`src/inc/ioc_pkg.sv`:
```
// constants for the internal oscillator control block: register offsets,
// field positions, reset values, timing counts and the enable state codes.
// assumes a 10 MHz system clock and a byte-addressed 32-bit register port.
package ioc_pkg;

  // register byte offsets on the register port
  localparam logic [7:0] ADDR_ULP_CTRL = 8'h1C; // ultra_low_power_32k_osc trim
  localparam logic [7:0] ADDR_RC8M_CTRL = 8'h20; // rc8m_osc_control
  localparam logic [7:0] ADDR_FLL_CTRL = 8'h24; // fll48_control
  localparam logic [7:0] ADDR_STATUS = 8'h40; // live oscillator state

  // rc8m_osc_control field positions
  localparam int RC8M_BAND_LSB = 30;
  localparam int RC8M_TRIM_LSB = 16;
  localparam int RC8M_DIV_LSB = 8;
  localparam int RC8M_OND_BIT = 7;
  localparam int RC8M_KAS_BIT = 6;
  localparam int RC8M_EN_BIT = 1;

  // ultra_low_power_32k_osc trim field
  localparam int ULP_TRIM_LSB = 0;

  // fll_control_reg field positions
  localparam int FLL_QLOFF_BIT = 9;
  localparam int FLL_CCOFF_BIT = 8;
  localparam int FLL_OND_BIT = 7;
  localparam int FLL_KAS_BIT = 6;
  localparam int FLL_DROP_BIT = 4;
  localparam int FLL_EN_BIT = 1;
  localparam logic [15:0] FLL_WMASK = 16'h03D2; // bits that really store
  localparam logic [15:0] FLL_RST = 16'h0080;

  // status register bit positions
  localparam int STAT_RC8M_RUN = 0;
  localparam int STAT_RC8M_READY = 1;
  localparam int STAT_FLL_RUN = 2;
  localparam int STAT_FLL_BUSY = 3;

  // rc8m reset values
  localparam logic [1:0] RC8M_DIV_RST = 2'h3;
  localparam logic RC8M_OND_RST = 1'b1;
  localparam logic RC8M_KAS_RST = 1'b0;
  localparam logic RC8M_EN_RST = 1'b1;

  // clock source codes used by each requester
  localparam int NUM_REQ = 8;
  localparam logic [1:0] SRC_RC8M = 2'h1;
  localparam logic [1:0] SRC_FLL = 2'h2;

  // timing: start-up and shut-down settle times of the rc8m, in ns
  localparam int CLK_PERIOD_NS = 100;
  localparam int RC8M_START_NS = 1000;
  localparam int RC8M_STOP_NS = 500;
  localparam logic [7:0] RC8M_START_CYC =
    8'((RC8M_START_NS + CLK_PERIOD_NS - 1) / CLK_PERIOD_NS);
  localparam logic [7:0] RC8M_STOP_CYC =
    8'((RC8M_STOP_NS + CLK_PERIOD_NS - 1) / CLK_PERIOD_NS);
  // cycles for a loop control write to reach the loop logic
  localparam logic [2:0] FLL_SYNC_CYC = 3'h3;

  // enable handshake states of the rc8m
  typedef enum logic [3:0] {
    IOC_OFF = 4'h1,
    IOC_START = 4'h2,
    IOC_ON = 4'h4,
    IOC_STOP = 4'h8
  } ioc_osc_st_t;

endpackage

```
`src/rtl/ioc_osc_ctrl.sv`:
```
// oscillator control registers: rc8m oscillator, ultra low power 32k trim
// and the loop control of the 48 MHz frequency locked loop.
// assumes register port, requests, standby and trim inputs all come from
// logic on mclk_i; the trim inputs are stable from reset release onward.
//
// How it works
// - two-bit band field picks rc8m frequency band
// - twelve-bit trim: temperature high, process low
// - trims and band loaded from calibration after reset
// - divider field sets rc8m division by 1,2,4,8
// - on-request mode runs oscillator only when requested
// - otherwise enabled oscillator runs all the time
// - keep-alive zero stops rc8m in standby
// - keep-alive one keeps normal gating in standby
// - rc8m enable reads back handshake status
// - loop writes delayed before use, write-protected
// - quick lock used unless disabled
// - chill cycles used unless disabled
// - drop locks on wake if loop stopped
// - loop uses same request gating and standby rule
// - loop enable reads back written value at once
//
// Implementation choice: the plain strobed port.
`timescale 1ns/10ps
`default_nettype none

module ioc_osc_ctrl (
  input wire logic mclk_i,
  input wire logic nrst_i,
  input wire logic [7:0] addr_i,
  input wire logic [31:0] wdata_i,
  input wire logic wr_i,
  input wire logic rd_i,
  output logic [31:0] rdata_o,
  input wire logic wprot_i,
  input wire logic standby_i,
  input wire logic [7:0] clk_req_i,
  input wire logic [15:0] clk_src_i,
  input wire logic [1:0] nvm_band_i,
  input wire logic [11:0] nvm_rc8m_trim_i,
  input wire logic [4:0] nvm_ulp_trim_i,
  output logic rc8m_run_o,
  output logic [1:0] rc8m_band_o,
  output logic [11:0] rc8m_trim_o,
  output logic [3:0] rc8m_div_o,
  output logic [4:0] ulp_trim_o,
  output logic fll_run_o,
  output logic fll_quick_lock_o,
  output logic fll_chill_cycle_o,
  output logic fll_drop_lock_o
);

  // OR of requests from every requester whose source code matches
  // a requester that points at no oscillator (code 0 or 3) is ignored;
  // the loop runs over all requesters, so NUM_REQ must match the port
  function automatic logic req_for(input logic [7:0] req,
                                   input logic [15:0] src,
                                   input logic [1:0] code);
    logic hit;
    hit = 1'b0;
    for (int i = 0; i < ioc_pkg::NUM_REQ; i++) begin
      hit = hit | (req[i] & (src[2*i +: 2] == code));
    end
    return hit;
  endfunction

  // run gate shared by the rc8m and the loop
  // standby forces the gate low only when keep-alive is zero; with
  // keep-alive one the normal on-request rule carries on in sleep
  function automatic logic run_gate(input logic on_req,
                                    input logic keep_alive,
                                    input logic req,
                                    input logic standby);
    logic g;
    g = on_req ? req : 1'b1;
    if (standby && !keep_alive) begin
      g = 1'b0;
    end
    return g;
  endfunction

  // division ratio as a one-hot count of the divider code
  // the oscillator clock itself is analog, so only the ratio leaves
  // the block; the divider proper sits next to the oscillator
  function automatic logic [3:0] div_ratio(input logic [1:0] code);
    return 4'h1 << code;
  endfunction

  // stored fields
  // band and trims start at zero and are overwritten by the load in
  // the first cycle after release, so zero is never seen for long
  logic load_r; // high for the first cycle after reset release
  logic [1:0] band_r;
  logic [11:0] trim8_r;
  logic [4:0] ulp_trim_r;
  logic [1:0] div_r;
  logic ond8_r;
  logic kas8_r;
  logic en8_r; // software target, not the status seen on read
  ioc_pkg::ioc_osc_st_t st_r;
  ioc_pkg::ioc_osc_st_t st_nxt;
  logic [7:0] cnt_r;
  logic [7:0] cnt_nxt;
  logic [15:0] fll_sw_r; // value software reads back
  logic [15:0] fll_eff_r; // value the loop logic acts on
  logic [2:0] sync_cnt_r;
  logic standby_d_r;
  logic slept_stop_r; // loop was stopped at some point of this sleep
  logic [31:0] rdata_r;
  logic rc8m_run_r;
  logic fll_run_r;
  logic drop_r;
  // registered copies of decoded outputs, so that no output passes
  // through gates after its flip-flop
  logic [3:0] div_o_r; // one-hot ratio, follows the divider code
  logic qlk_r; // quick lock in use, from the acting loop copy
  logic chill_r; // chill cycles in use, from the acting loop copy

  // access decode; protection blocks every write
  // a blocked write is dropped silently; software gets no error and
  // must read back if it needs to know
  wire wr_ok = wr_i & ~wprot_i;
  wire wr_ulp = wr_ok & (addr_i == ioc_pkg::ADDR_ULP_CTRL);
  wire wr_rc8m = wr_ok & (addr_i == ioc_pkg::ADDR_RC8M_CTRL);
  wire wr_fll = wr_ok & (addr_i == ioc_pkg::ADDR_FLL_CTRL);

  // per-source request lines
  // requests are taken as same-clock signals; a requester in another
  // domain must be synchronised before it reaches clk_req_i
  wire req8 = req_for(clk_req_i, clk_src_i, ioc_pkg::SRC_RC8M);
  wire reqf = req_for(clk_req_i, clk_src_i, ioc_pkg::SRC_FLL);

  // status view of the rc8m enable: one while on or still stopping
  // status and run differ through each start-up and shut-down; the run
  // output also lags the state by one cycle
  wire en8_stat = (st_r == ioc_pkg::IOC_ON) | (st_r == ioc_pkg::IOC_STOP);
  wire osc8_on = (st_r == ioc_pkg::IOC_START) | (st_r == ioc_pkg::IOC_ON);

  // next values of the registered outputs
  // the loop gate acts on the delayed copy, so a write that enables
  // the loop only takes effect once the delay has run out
  wire rc8m_run_nxt = osc8_on & run_gate(ond8_r, kas8_r, req8, standby_i);
  wire fll_run_nxt = fll_eff_r[ioc_pkg::FLL_EN_BIT] &
    run_gate(fll_eff_r[ioc_pkg::FLL_OND_BIT],
             fll_eff_r[ioc_pkg::FLL_KAS_BIT], reqf, standby_i);
  // the pulse lasts one cycle; the loop logic must latch it
  wire wake = standby_d_r & ~standby_i;
  wire drop_nxt = wake & slept_stop_r &
    fll_eff_r[ioc_pkg::FLL_DROP_BIT];
  // the clear at wake wins over a stop seen in this cycle
  wire slept_stop_nxt = standby_i & (slept_stop_r | ~fll_run_r);

  // read views of each register
  // unused bits read as zero; the enable bit of the rc8m shows the
  // handshake status and never the target written
  wire [31:0] rc8m_view = {band_r, 2'h0, trim8_r, 6'h00, div_r, ond8_r,
                           kas8_r, 4'h0, en8_stat, 1'b0};
  wire [31:0] ulp_view = {27'h0000000, ulp_trim_r};
  wire [31:0] fll_view = {16'h0000, fll_sw_r};
  wire [31:0] stat_view = {28'h0000000, (sync_cnt_r != 3'h0), fll_run_r,
                           (st_r == ioc_pkg::IOC_ON), rc8m_run_r};
  wire [31:0] rd_val =
    (addr_i == ioc_pkg::ADDR_RC8M_CTRL) ? rc8m_view :
    (addr_i == ioc_pkg::ADDR_ULP_CTRL) ? ulp_view :
    (addr_i == ioc_pkg::ADDR_FLL_CTRL) ? fll_view :
    (addr_i == ioc_pkg::ADDR_STATUS) ? stat_view : 32'h00000000;

  // one-cycle pulse after release triggers the calibration load
  // load_r is set by reset, so no extra state is needed to find the
  // first edge after release
  always_ff @(posedge mclk_i or negedge nrst_i) begin
    if (!nrst_i) begin
      load_r <= 1'b1;
    end else begin
      load_r <= 1'b0;
    end
  end

  // band and trims: calibration load wins over a write in the same cycle
  // a write that meets the load is lost; software must not write in the
  // very first cycle after release
  always_ff @(posedge mclk_i or negedge nrst_i) begin
    if (!nrst_i) begin
      band_r <= 2'h0;
      trim8_r <= 12'h000;
      ulp_trim_r <= 5'h00;
    end else if (load_r) begin
      band_r <= nvm_band_i;
      trim8_r <= nvm_rc8m_trim_i;
      ulp_trim_r <= nvm_ulp_trim_i;
    end else begin
      if (wr_rc8m) begin
        band_r <= wdata_i[ioc_pkg::RC8M_BAND_LSB +: 2];
        trim8_r <= wdata_i[ioc_pkg::RC8M_TRIM_LSB +: 12];
      end
      if (wr_ulp) begin
        ulp_trim_r <= wdata_i[ioc_pkg::ULP_TRIM_LSB +: 5];
      end
    end
  end

  // rc8m control bits written by software
  always_ff @(posedge mclk_i or negedge nrst_i) begin
    if (!nrst_i) begin
      div_r <= ioc_pkg::RC8M_DIV_RST;
      ond8_r <= ioc_pkg::RC8M_OND_RST;
      kas8_r <= ioc_pkg::RC8M_KAS_RST;
      en8_r <= ioc_pkg::RC8M_EN_RST;
      // ratio of the reset divider code, so the output is right at once
      div_o_r <= 4'h1 << ioc_pkg::RC8M_DIV_RST;
    end else if (wr_rc8m) begin
      // the ratio is decoded from the written code, not from div_r, so
      // that it changes on the same edge as the stored field
      div_o_r <= div_ratio(wdata_i[ioc_pkg::RC8M_DIV_LSB +: 2]);
      div_r <= wdata_i[ioc_pkg::RC8M_DIV_LSB +: 2];
      ond8_r <= wdata_i[ioc_pkg::RC8M_OND_BIT];
      kas8_r <= wdata_i[ioc_pkg::RC8M_KAS_BIT];
      en8_r <= wdata_i[ioc_pkg::RC8M_EN_BIT];
    end
  end

  // enable handshake: a transition always runs to its end; a target change
  // made meanwhile is picked up only afterwards, which is why software is
  // expected to poll the status first
  always_comb begin
    st_nxt = st_r;
    cnt_nxt = cnt_r;
    if (cnt_r != 8'h00) begin
      cnt_nxt = cnt_r - 8'h01;
    end
    unique case (st_r)
      ioc_pkg::IOC_OFF: begin
        if (en8_r) begin
          st_nxt = ioc_pkg::IOC_START;
          cnt_nxt = ioc_pkg::RC8M_START_CYC - 8'h01;
        end
      end
      ioc_pkg::IOC_START: begin
        if (cnt_r == 8'h00) begin
          st_nxt = ioc_pkg::IOC_ON;
        end
      end
      ioc_pkg::IOC_ON: begin
        if (!en8_r) begin
          st_nxt = ioc_pkg::IOC_STOP;
          cnt_nxt = ioc_pkg::RC8M_STOP_CYC - 8'h01;
        end
      end
      ioc_pkg::IOC_STOP: begin
        if (cnt_r == 8'h00) begin
          st_nxt = ioc_pkg::IOC_OFF;
        end
      end
      default: begin
        // illegal one-hot code: fall back to off
        st_nxt = ioc_pkg::IOC_OFF;
        cnt_nxt = 8'h00;
      end
    endcase
  end

  // handshake state; enable resets to one, so the oscillator starts on
  // a glitch into an illegal code is caught by the default branch
  always_ff @(posedge mclk_i or negedge nrst_i) begin
    if (!nrst_i) begin
      st_r <= ioc_pkg::IOC_ON;
      cnt_r <= 8'h00;
    end else begin
      st_r <= st_nxt;
      cnt_r <= cnt_nxt;
    end
  end

  // loop control: read-back copy updates at once, the acting copy only
  // after the delay; a new write restarts the delay
  always_ff @(posedge mclk_i or negedge nrst_i) begin
    if (!nrst_i) begin
      fll_sw_r <= ioc_pkg::FLL_RST;
      fll_eff_r <= ioc_pkg::FLL_RST;
      sync_cnt_r <= 3'h0;
      // both features are in use while their disable bits reset to zero
      qlk_r <= ~ioc_pkg::FLL_RST[ioc_pkg::FLL_QLOFF_BIT];
      chill_r <= ~ioc_pkg::FLL_RST[ioc_pkg::FLL_CCOFF_BIT];
    end else begin
      if (wr_fll) begin
        fll_sw_r <= wdata_i[15:0] & ioc_pkg::FLL_WMASK;
        sync_cnt_r <= ioc_pkg::FLL_SYNC_CYC;
      end else if (sync_cnt_r != 3'h0) begin
        sync_cnt_r <= sync_cnt_r - 3'h1;
      end
      if (!wr_fll && sync_cnt_r == 3'h1) begin
        fll_eff_r <= fll_sw_r;
        // feature outputs switch on the same edge as the acting copy
        qlk_r <= ~fll_sw_r[ioc_pkg::FLL_QLOFF_BIT];
        chill_r <= ~fll_sw_r[ioc_pkg::FLL_CCOFF_BIT];
      end
    end
  end

  // sleep tracking for the lock-drop pulse
  // standby_d_r starts low, so leaving reset in standby gives no
  // false wake pulse
  always_ff @(posedge mclk_i or negedge nrst_i) begin
    if (!nrst_i) begin
      standby_d_r <= 1'b0;
      slept_stop_r <= 1'b0;
      drop_r <= 1'b0;
    end else begin
      standby_d_r <= standby_i;
      slept_stop_r <= slept_stop_nxt;
      drop_r <= drop_nxt;
    end
  end

  // oscillator run outputs
  // both run outputs are low in reset; the rc8m comes back one edge
  // after release if its gate allows
  always_ff @(posedge mclk_i or negedge nrst_i) begin
    if (!nrst_i) begin
      rc8m_run_r <= 1'b0;
      fll_run_r <= 1'b0;
    end else begin
      rc8m_run_r <= rc8m_run_nxt;
      fll_run_r <= fll_run_nxt;
    end
  end

  // read data stand only in the cycle after the strobe
  // zero outside the answer cycle keeps a wired-OR bus quiet
  always_ff @(posedge mclk_i or negedge nrst_i) begin
    if (!nrst_i) begin
      rdata_r <= 32'h00000000;
    end else begin
      rdata_r <= rd_i ? rd_val : 32'h00000000;
    end
  end

  // every output straight from a flip-flop
  assign rdata_o = rdata_r;
  assign rc8m_run_o = rc8m_run_r;
  assign rc8m_band_o = band_r;
  assign rc8m_trim_o = trim8_r;
  assign rc8m_div_o = div_o_r;
  assign ulp_trim_o = ulp_trim_r;
  assign fll_run_o = fll_run_r;
  assign fll_quick_lock_o = qlk_r;
  assign fll_chill_cycle_o = chill_r;
  assign fll_drop_lock_o = drop_r;

endmodule

`default_nettype wire

```
`config.mk`:
```
export PLATFORM = sky130hd
export DESIGN_NAME = ioc_osc_ctrl
export DESIGN_NICKNAME = d
export VERILOG_FILES = /design/src/inc/ioc_pkg.sv /design/src/rtl/ioc_osc_ctrl.sv
export SDC_FILE = /design/constraint.sdc
export NUM_CORES = 1
export LEC_CHECK = 0
export ABC_AREA = 1
export BUFFER_PORTS_ARGS = -buffer_cell sky130_fd_sc_hd__buf_2
export CORE_MARGIN = 1.5
export CORE_UTILIZATION = 38
export CTS_CLUSTER_DIAMETER = 200
export DETAILED_ROUTE_END_ITERATION = 8
export MAX_ROUTING_LAYER = met4
export SKIP_LAST_GASP = 1
export SLEW_MARGIN = 20
export SYNTH_ARGS = -nofsm -noshare
export SYNTH_HDL_FRONTEND = slang
export SYNTH_SLANG_ARGS = --single-unit
```
`constraint.sdc`:
```
create_clock -name mclk_i -period 3.25 [get_ports mclk_i]
set_input_delay 0.1625 -clock mclk_i [delete_from_list [all_inputs] [get_ports mclk_i]]
set_output_delay 0.1625 -clock mclk_i [all_outputs]
set_load 0.02 [all_outputs]
```
==> results.md <==
* Netlist cell types at 33
* Global-route wire length before repair at 16200 um
* Crit path max fanout at 8
* Synth Instances at 505
* Hold Crit Class: input pin to flop
* Worst setup SP type: flop
* # diodes at 0
* CP Data Required Time at between 3 and 4 ns
* Initial Util at 0.395
* CTS Root Buffer Type: clkbuf_8
* Final nets at 733
* Clk_skew at 0.0135 ns
* DP Worst Slack at around 1.6 ns
* Synth warn at 0
* WS Path Type: flop to flop
* Largest area contributor in the netlist: dfrtp_1
* CP bufs+invs at 1
* Die W at roughly 110 um
* FP Rows at 37
* Slowest cell on crit path: dfrtp_1
* P_leak at 2.92 nW
* Final setup violation count at 0
* Slew Viols, Final at 0
* R2R Setup Slk at approximately 1.6 ns
* Reg2reg start: cnt_r[0]
* 1st-iter DRT viols at 184
* Final Hold Vio Count at 0
* RR Endpoint: st_r[2]
* Slew headroom at 0.500
* Vias in the first global route at 3531
* Syn avg cell area at 8.15 um2
* CP Capture Type: flop
* R2r worst-path depth at 8
* Wirelength, routed at 9750 um
* GRT Total Usage at 0.183
* CP peak stage delay at 0.39 ns
* CTS max path bufs at 2
* Area of the core at about 10000 um2
* First-pass DRT Iterations at 6
* Maximum clock rate at around 600 MHz
* Synth area leaders: dfrtp_1, nand2_1, dfstp_2
* Via-to-Cell Ratio at 4.59
* Cts repair resizes at 0
* Least-Margin Pin Slew at ~0.75 ns
* RSZ-0062 raised after global routing: false
* Synth Register Bits at 84
* Die Y at 107 um
* Post-synth top area share at 0.444
* Final Non-Filler Cells at roughly 780
* # clock sinks at 84
* Routability Congestion at 0.767
* Crit. Startpoint: cnt_r[0]
* Crit path DAT at 1.95 ns
* H-tree depth at 3
* Antenna violations before repair at 0
* TritonCTS buffer count at 9
* Vias post-DR at 3587
* Post-layout min period at ~1.7 ns
* Cell family with the largest share of critical-path delay: simple AND/OR/NAND/NOR gates
* # IOs at approximately 150
* Final period util at 0.512
* Cell Area, Synth at 4120 um2
* Worst path depth at 8
* CP endpoint: st_r[2]
* Peak supply drop at 0.224 mV
* Status: completed
* Sequential share of the synthesized area at 0.514
* Total of max-cap violations at 0
* Worst Slack Setup Final at 1.59 ns
* Pin count of the biggest net entering global routing at 85
* Half-perimeter wire length after placement at 7230 um
* Final setup TNS at 0 ns
* CP Cell Sequence: inv_1 > ha_1 > nand3_1 > nor2_1 > nand2_1 > o21ai_0 > nand3_1 > nand2_1
* CTS tree: yes
* Clock transition at path regs at 0.09 ns
* Post-route antenna net violation count at 0
* Area growth syn-to-layout at 23.7%
* DRC viols at 0
* Clk_lat worst skew at about 0.35 ns
* DP Cell Count at 763
* Total gr overflow at 0
* Layout cell share with drive strength beyond 1 at 0.295
* Die area at 11500 um2
* PwrDens at 582 nW/um2
* PortBufs at 130
* Drt wl/cell at between 10 and 15 um
## where the power goes
group	switching, mW	internal (mW)
logic	0.563	0.297
clock network	0.371	0.457
registers	0.0838	1.19
total	1.02	1.94
## placed cells by master, fill, tap and decap left out, types with 4 or more instances in the layout
| master | count |
|---|---|
| xor2_1 | 5 |
| o21ai_2 | 12 |
| inv_1 | 71 |
| dfrtp_1 | 73 |
| o21ai_0 | 27 |
| buf_2 | 129 |
| o211ai_1 | 4 |
| a21oi_1 | 10 |
| o21ai_1 | 8 |
| conb_1 | 10 |
| clkbuf_8 | 10 |
| nor2_1 | 54 |
| nand2_1 | 142 |
| ha_1 | 4 |
| nand2_2 | 11 |
| nand3_1 | 36 |
| dfstp_2 | 11 |
## worst min-delay path by stage
stage / from / end / slack [ns] / cells past startpoint
after floorplan: nrst_i / cnt_r[0] / -0.13 / 0
after global placement: standby_i / standby_d_r / 0.30 / 1
after detailed placement: standby_i / standby_d_r / 0.31 / 1
after CTS: wdata_i[8] / rc8m_div_o[2] / 0.03 / 2
after global routing: wdata_i[8] / rc8m_div_o[2] / 0.04 / 2
final: wdata_i[8] / rc8m_div_o[2] / 0.05 / 2
## flip-flops by register name, summed over array words and instances, names as in the netlist
signal and cells:
rc8m_band_o 2, rc8m_div_o 4, fll_chill_cycle_o 1, fll_sw_r 6
sync_cnt_r 3, slept_stop_r 1, kas8_r 1, st_r 4
ond8_r 1, en8_r 1, fll_quick_lock_o 1, fll_run_o 1
rc8m_run_o 1, load_r 1, fll_drop_lock_o 1, ulp_trim_o 5
rc8m_trim_o 12, fll_eff_r 4, div_r 2, rdata_o 23
cnt_r 8, standby_d_r 1
## what timing repair did
| item | CTS | global route |
|---|---|---|
| setup buffers | 0 | 0 |
| endpoints found under the hold margin | 2 | 73 |
| hold buffers | 1 | 1 |
## metal layers
metal	vias up	GRT usage	routed length [um]
li1	1812	-	-
met5	-	-	0
met2	108	0.295	4700
met4	0	0.0733	150
met3	10	0.0389	577
met1	1657	0.225	4320
## worst reg2reg max path, delay by kind of cell, from the launching register on
family | cells | cell delay [ns]
simple gates | 5 | 0.75
fa+ha+maj | 1 | 0.19
buf+inv | 1 | 0.09
flops | 1 | 0.39
compound gates | 1 | 0.18
## layout make-up
type	count	area, um2
Fill cell	1033	5330
Sequential cell	84	2120
Tap cell	136	170
Clock buffer	11	141
Clock inverter	5	85.1
Timing Repair Buffer	132	677
Multi-Input combinational cell	338	1620
Inverter	75	284
## Yosys cell counts
master / number
nor2_4: 1
o21ai_1: 8
buf_6: 3
nand3b_1: 1
nand2_8: 1
buf_8: 1
o21ai_0: 27
dfstp_2: 11
nor2_2: 2
o21ai_2: 12
clkbuf_1: 3
a22oi_1: 1
xor2_1: 5
nand4_1: 1
buf_4: 9
o211ai_1: 4
nand2_2: 11
inv_1: 71
a21oi_1: 10
ha_1: 4
inv_2: 3
nor3_1: 2
buf_2: 1
nor3_4: 1
nand2_1: 142
nand2_4: 1
dfrtp_1: 73
inv_4: 1
conb_1: 1
o22ai_1: 3
nor2_8: 1
nor2_1: 54
nand3_1: 36
## cell families (layout without fill, tap and decap cells)
group / Yosys count / after routing / synth area share
AOI/OAI and AO/OA: 65 / 65 / 0.0939
xor gates and xnor gates: 5 / 5 / 0.0106
other: 1 / 10 / 0.000911
adders and majority gates: 4 / 4 / 0.0122
DFF: 84 / 84 / 0.514
buffers and inverters: 92 / 223 / 0.101
and+or+nand+nor: 254 / 254 / 0.267
## per-stage QoR
step / total power, mW / hold slack (ns) / utilization / area (um2)
final: 2.96 / 0.0475 / 0.489 / 5090
after global routing: 3.18 / 0.0400 / 0.489 / 5090
after CTS: 3.00 / 0.0289 / 0.487 / 5080
after detailed placement: 2.14 / 0.309 / 0.465 / 4840
after global placement: 2.11 / 0.304 / 0.465 / 4840
after floorplan: 1.89 / -0.133 / - / 4150
Power figures use the tool's default switching activity.
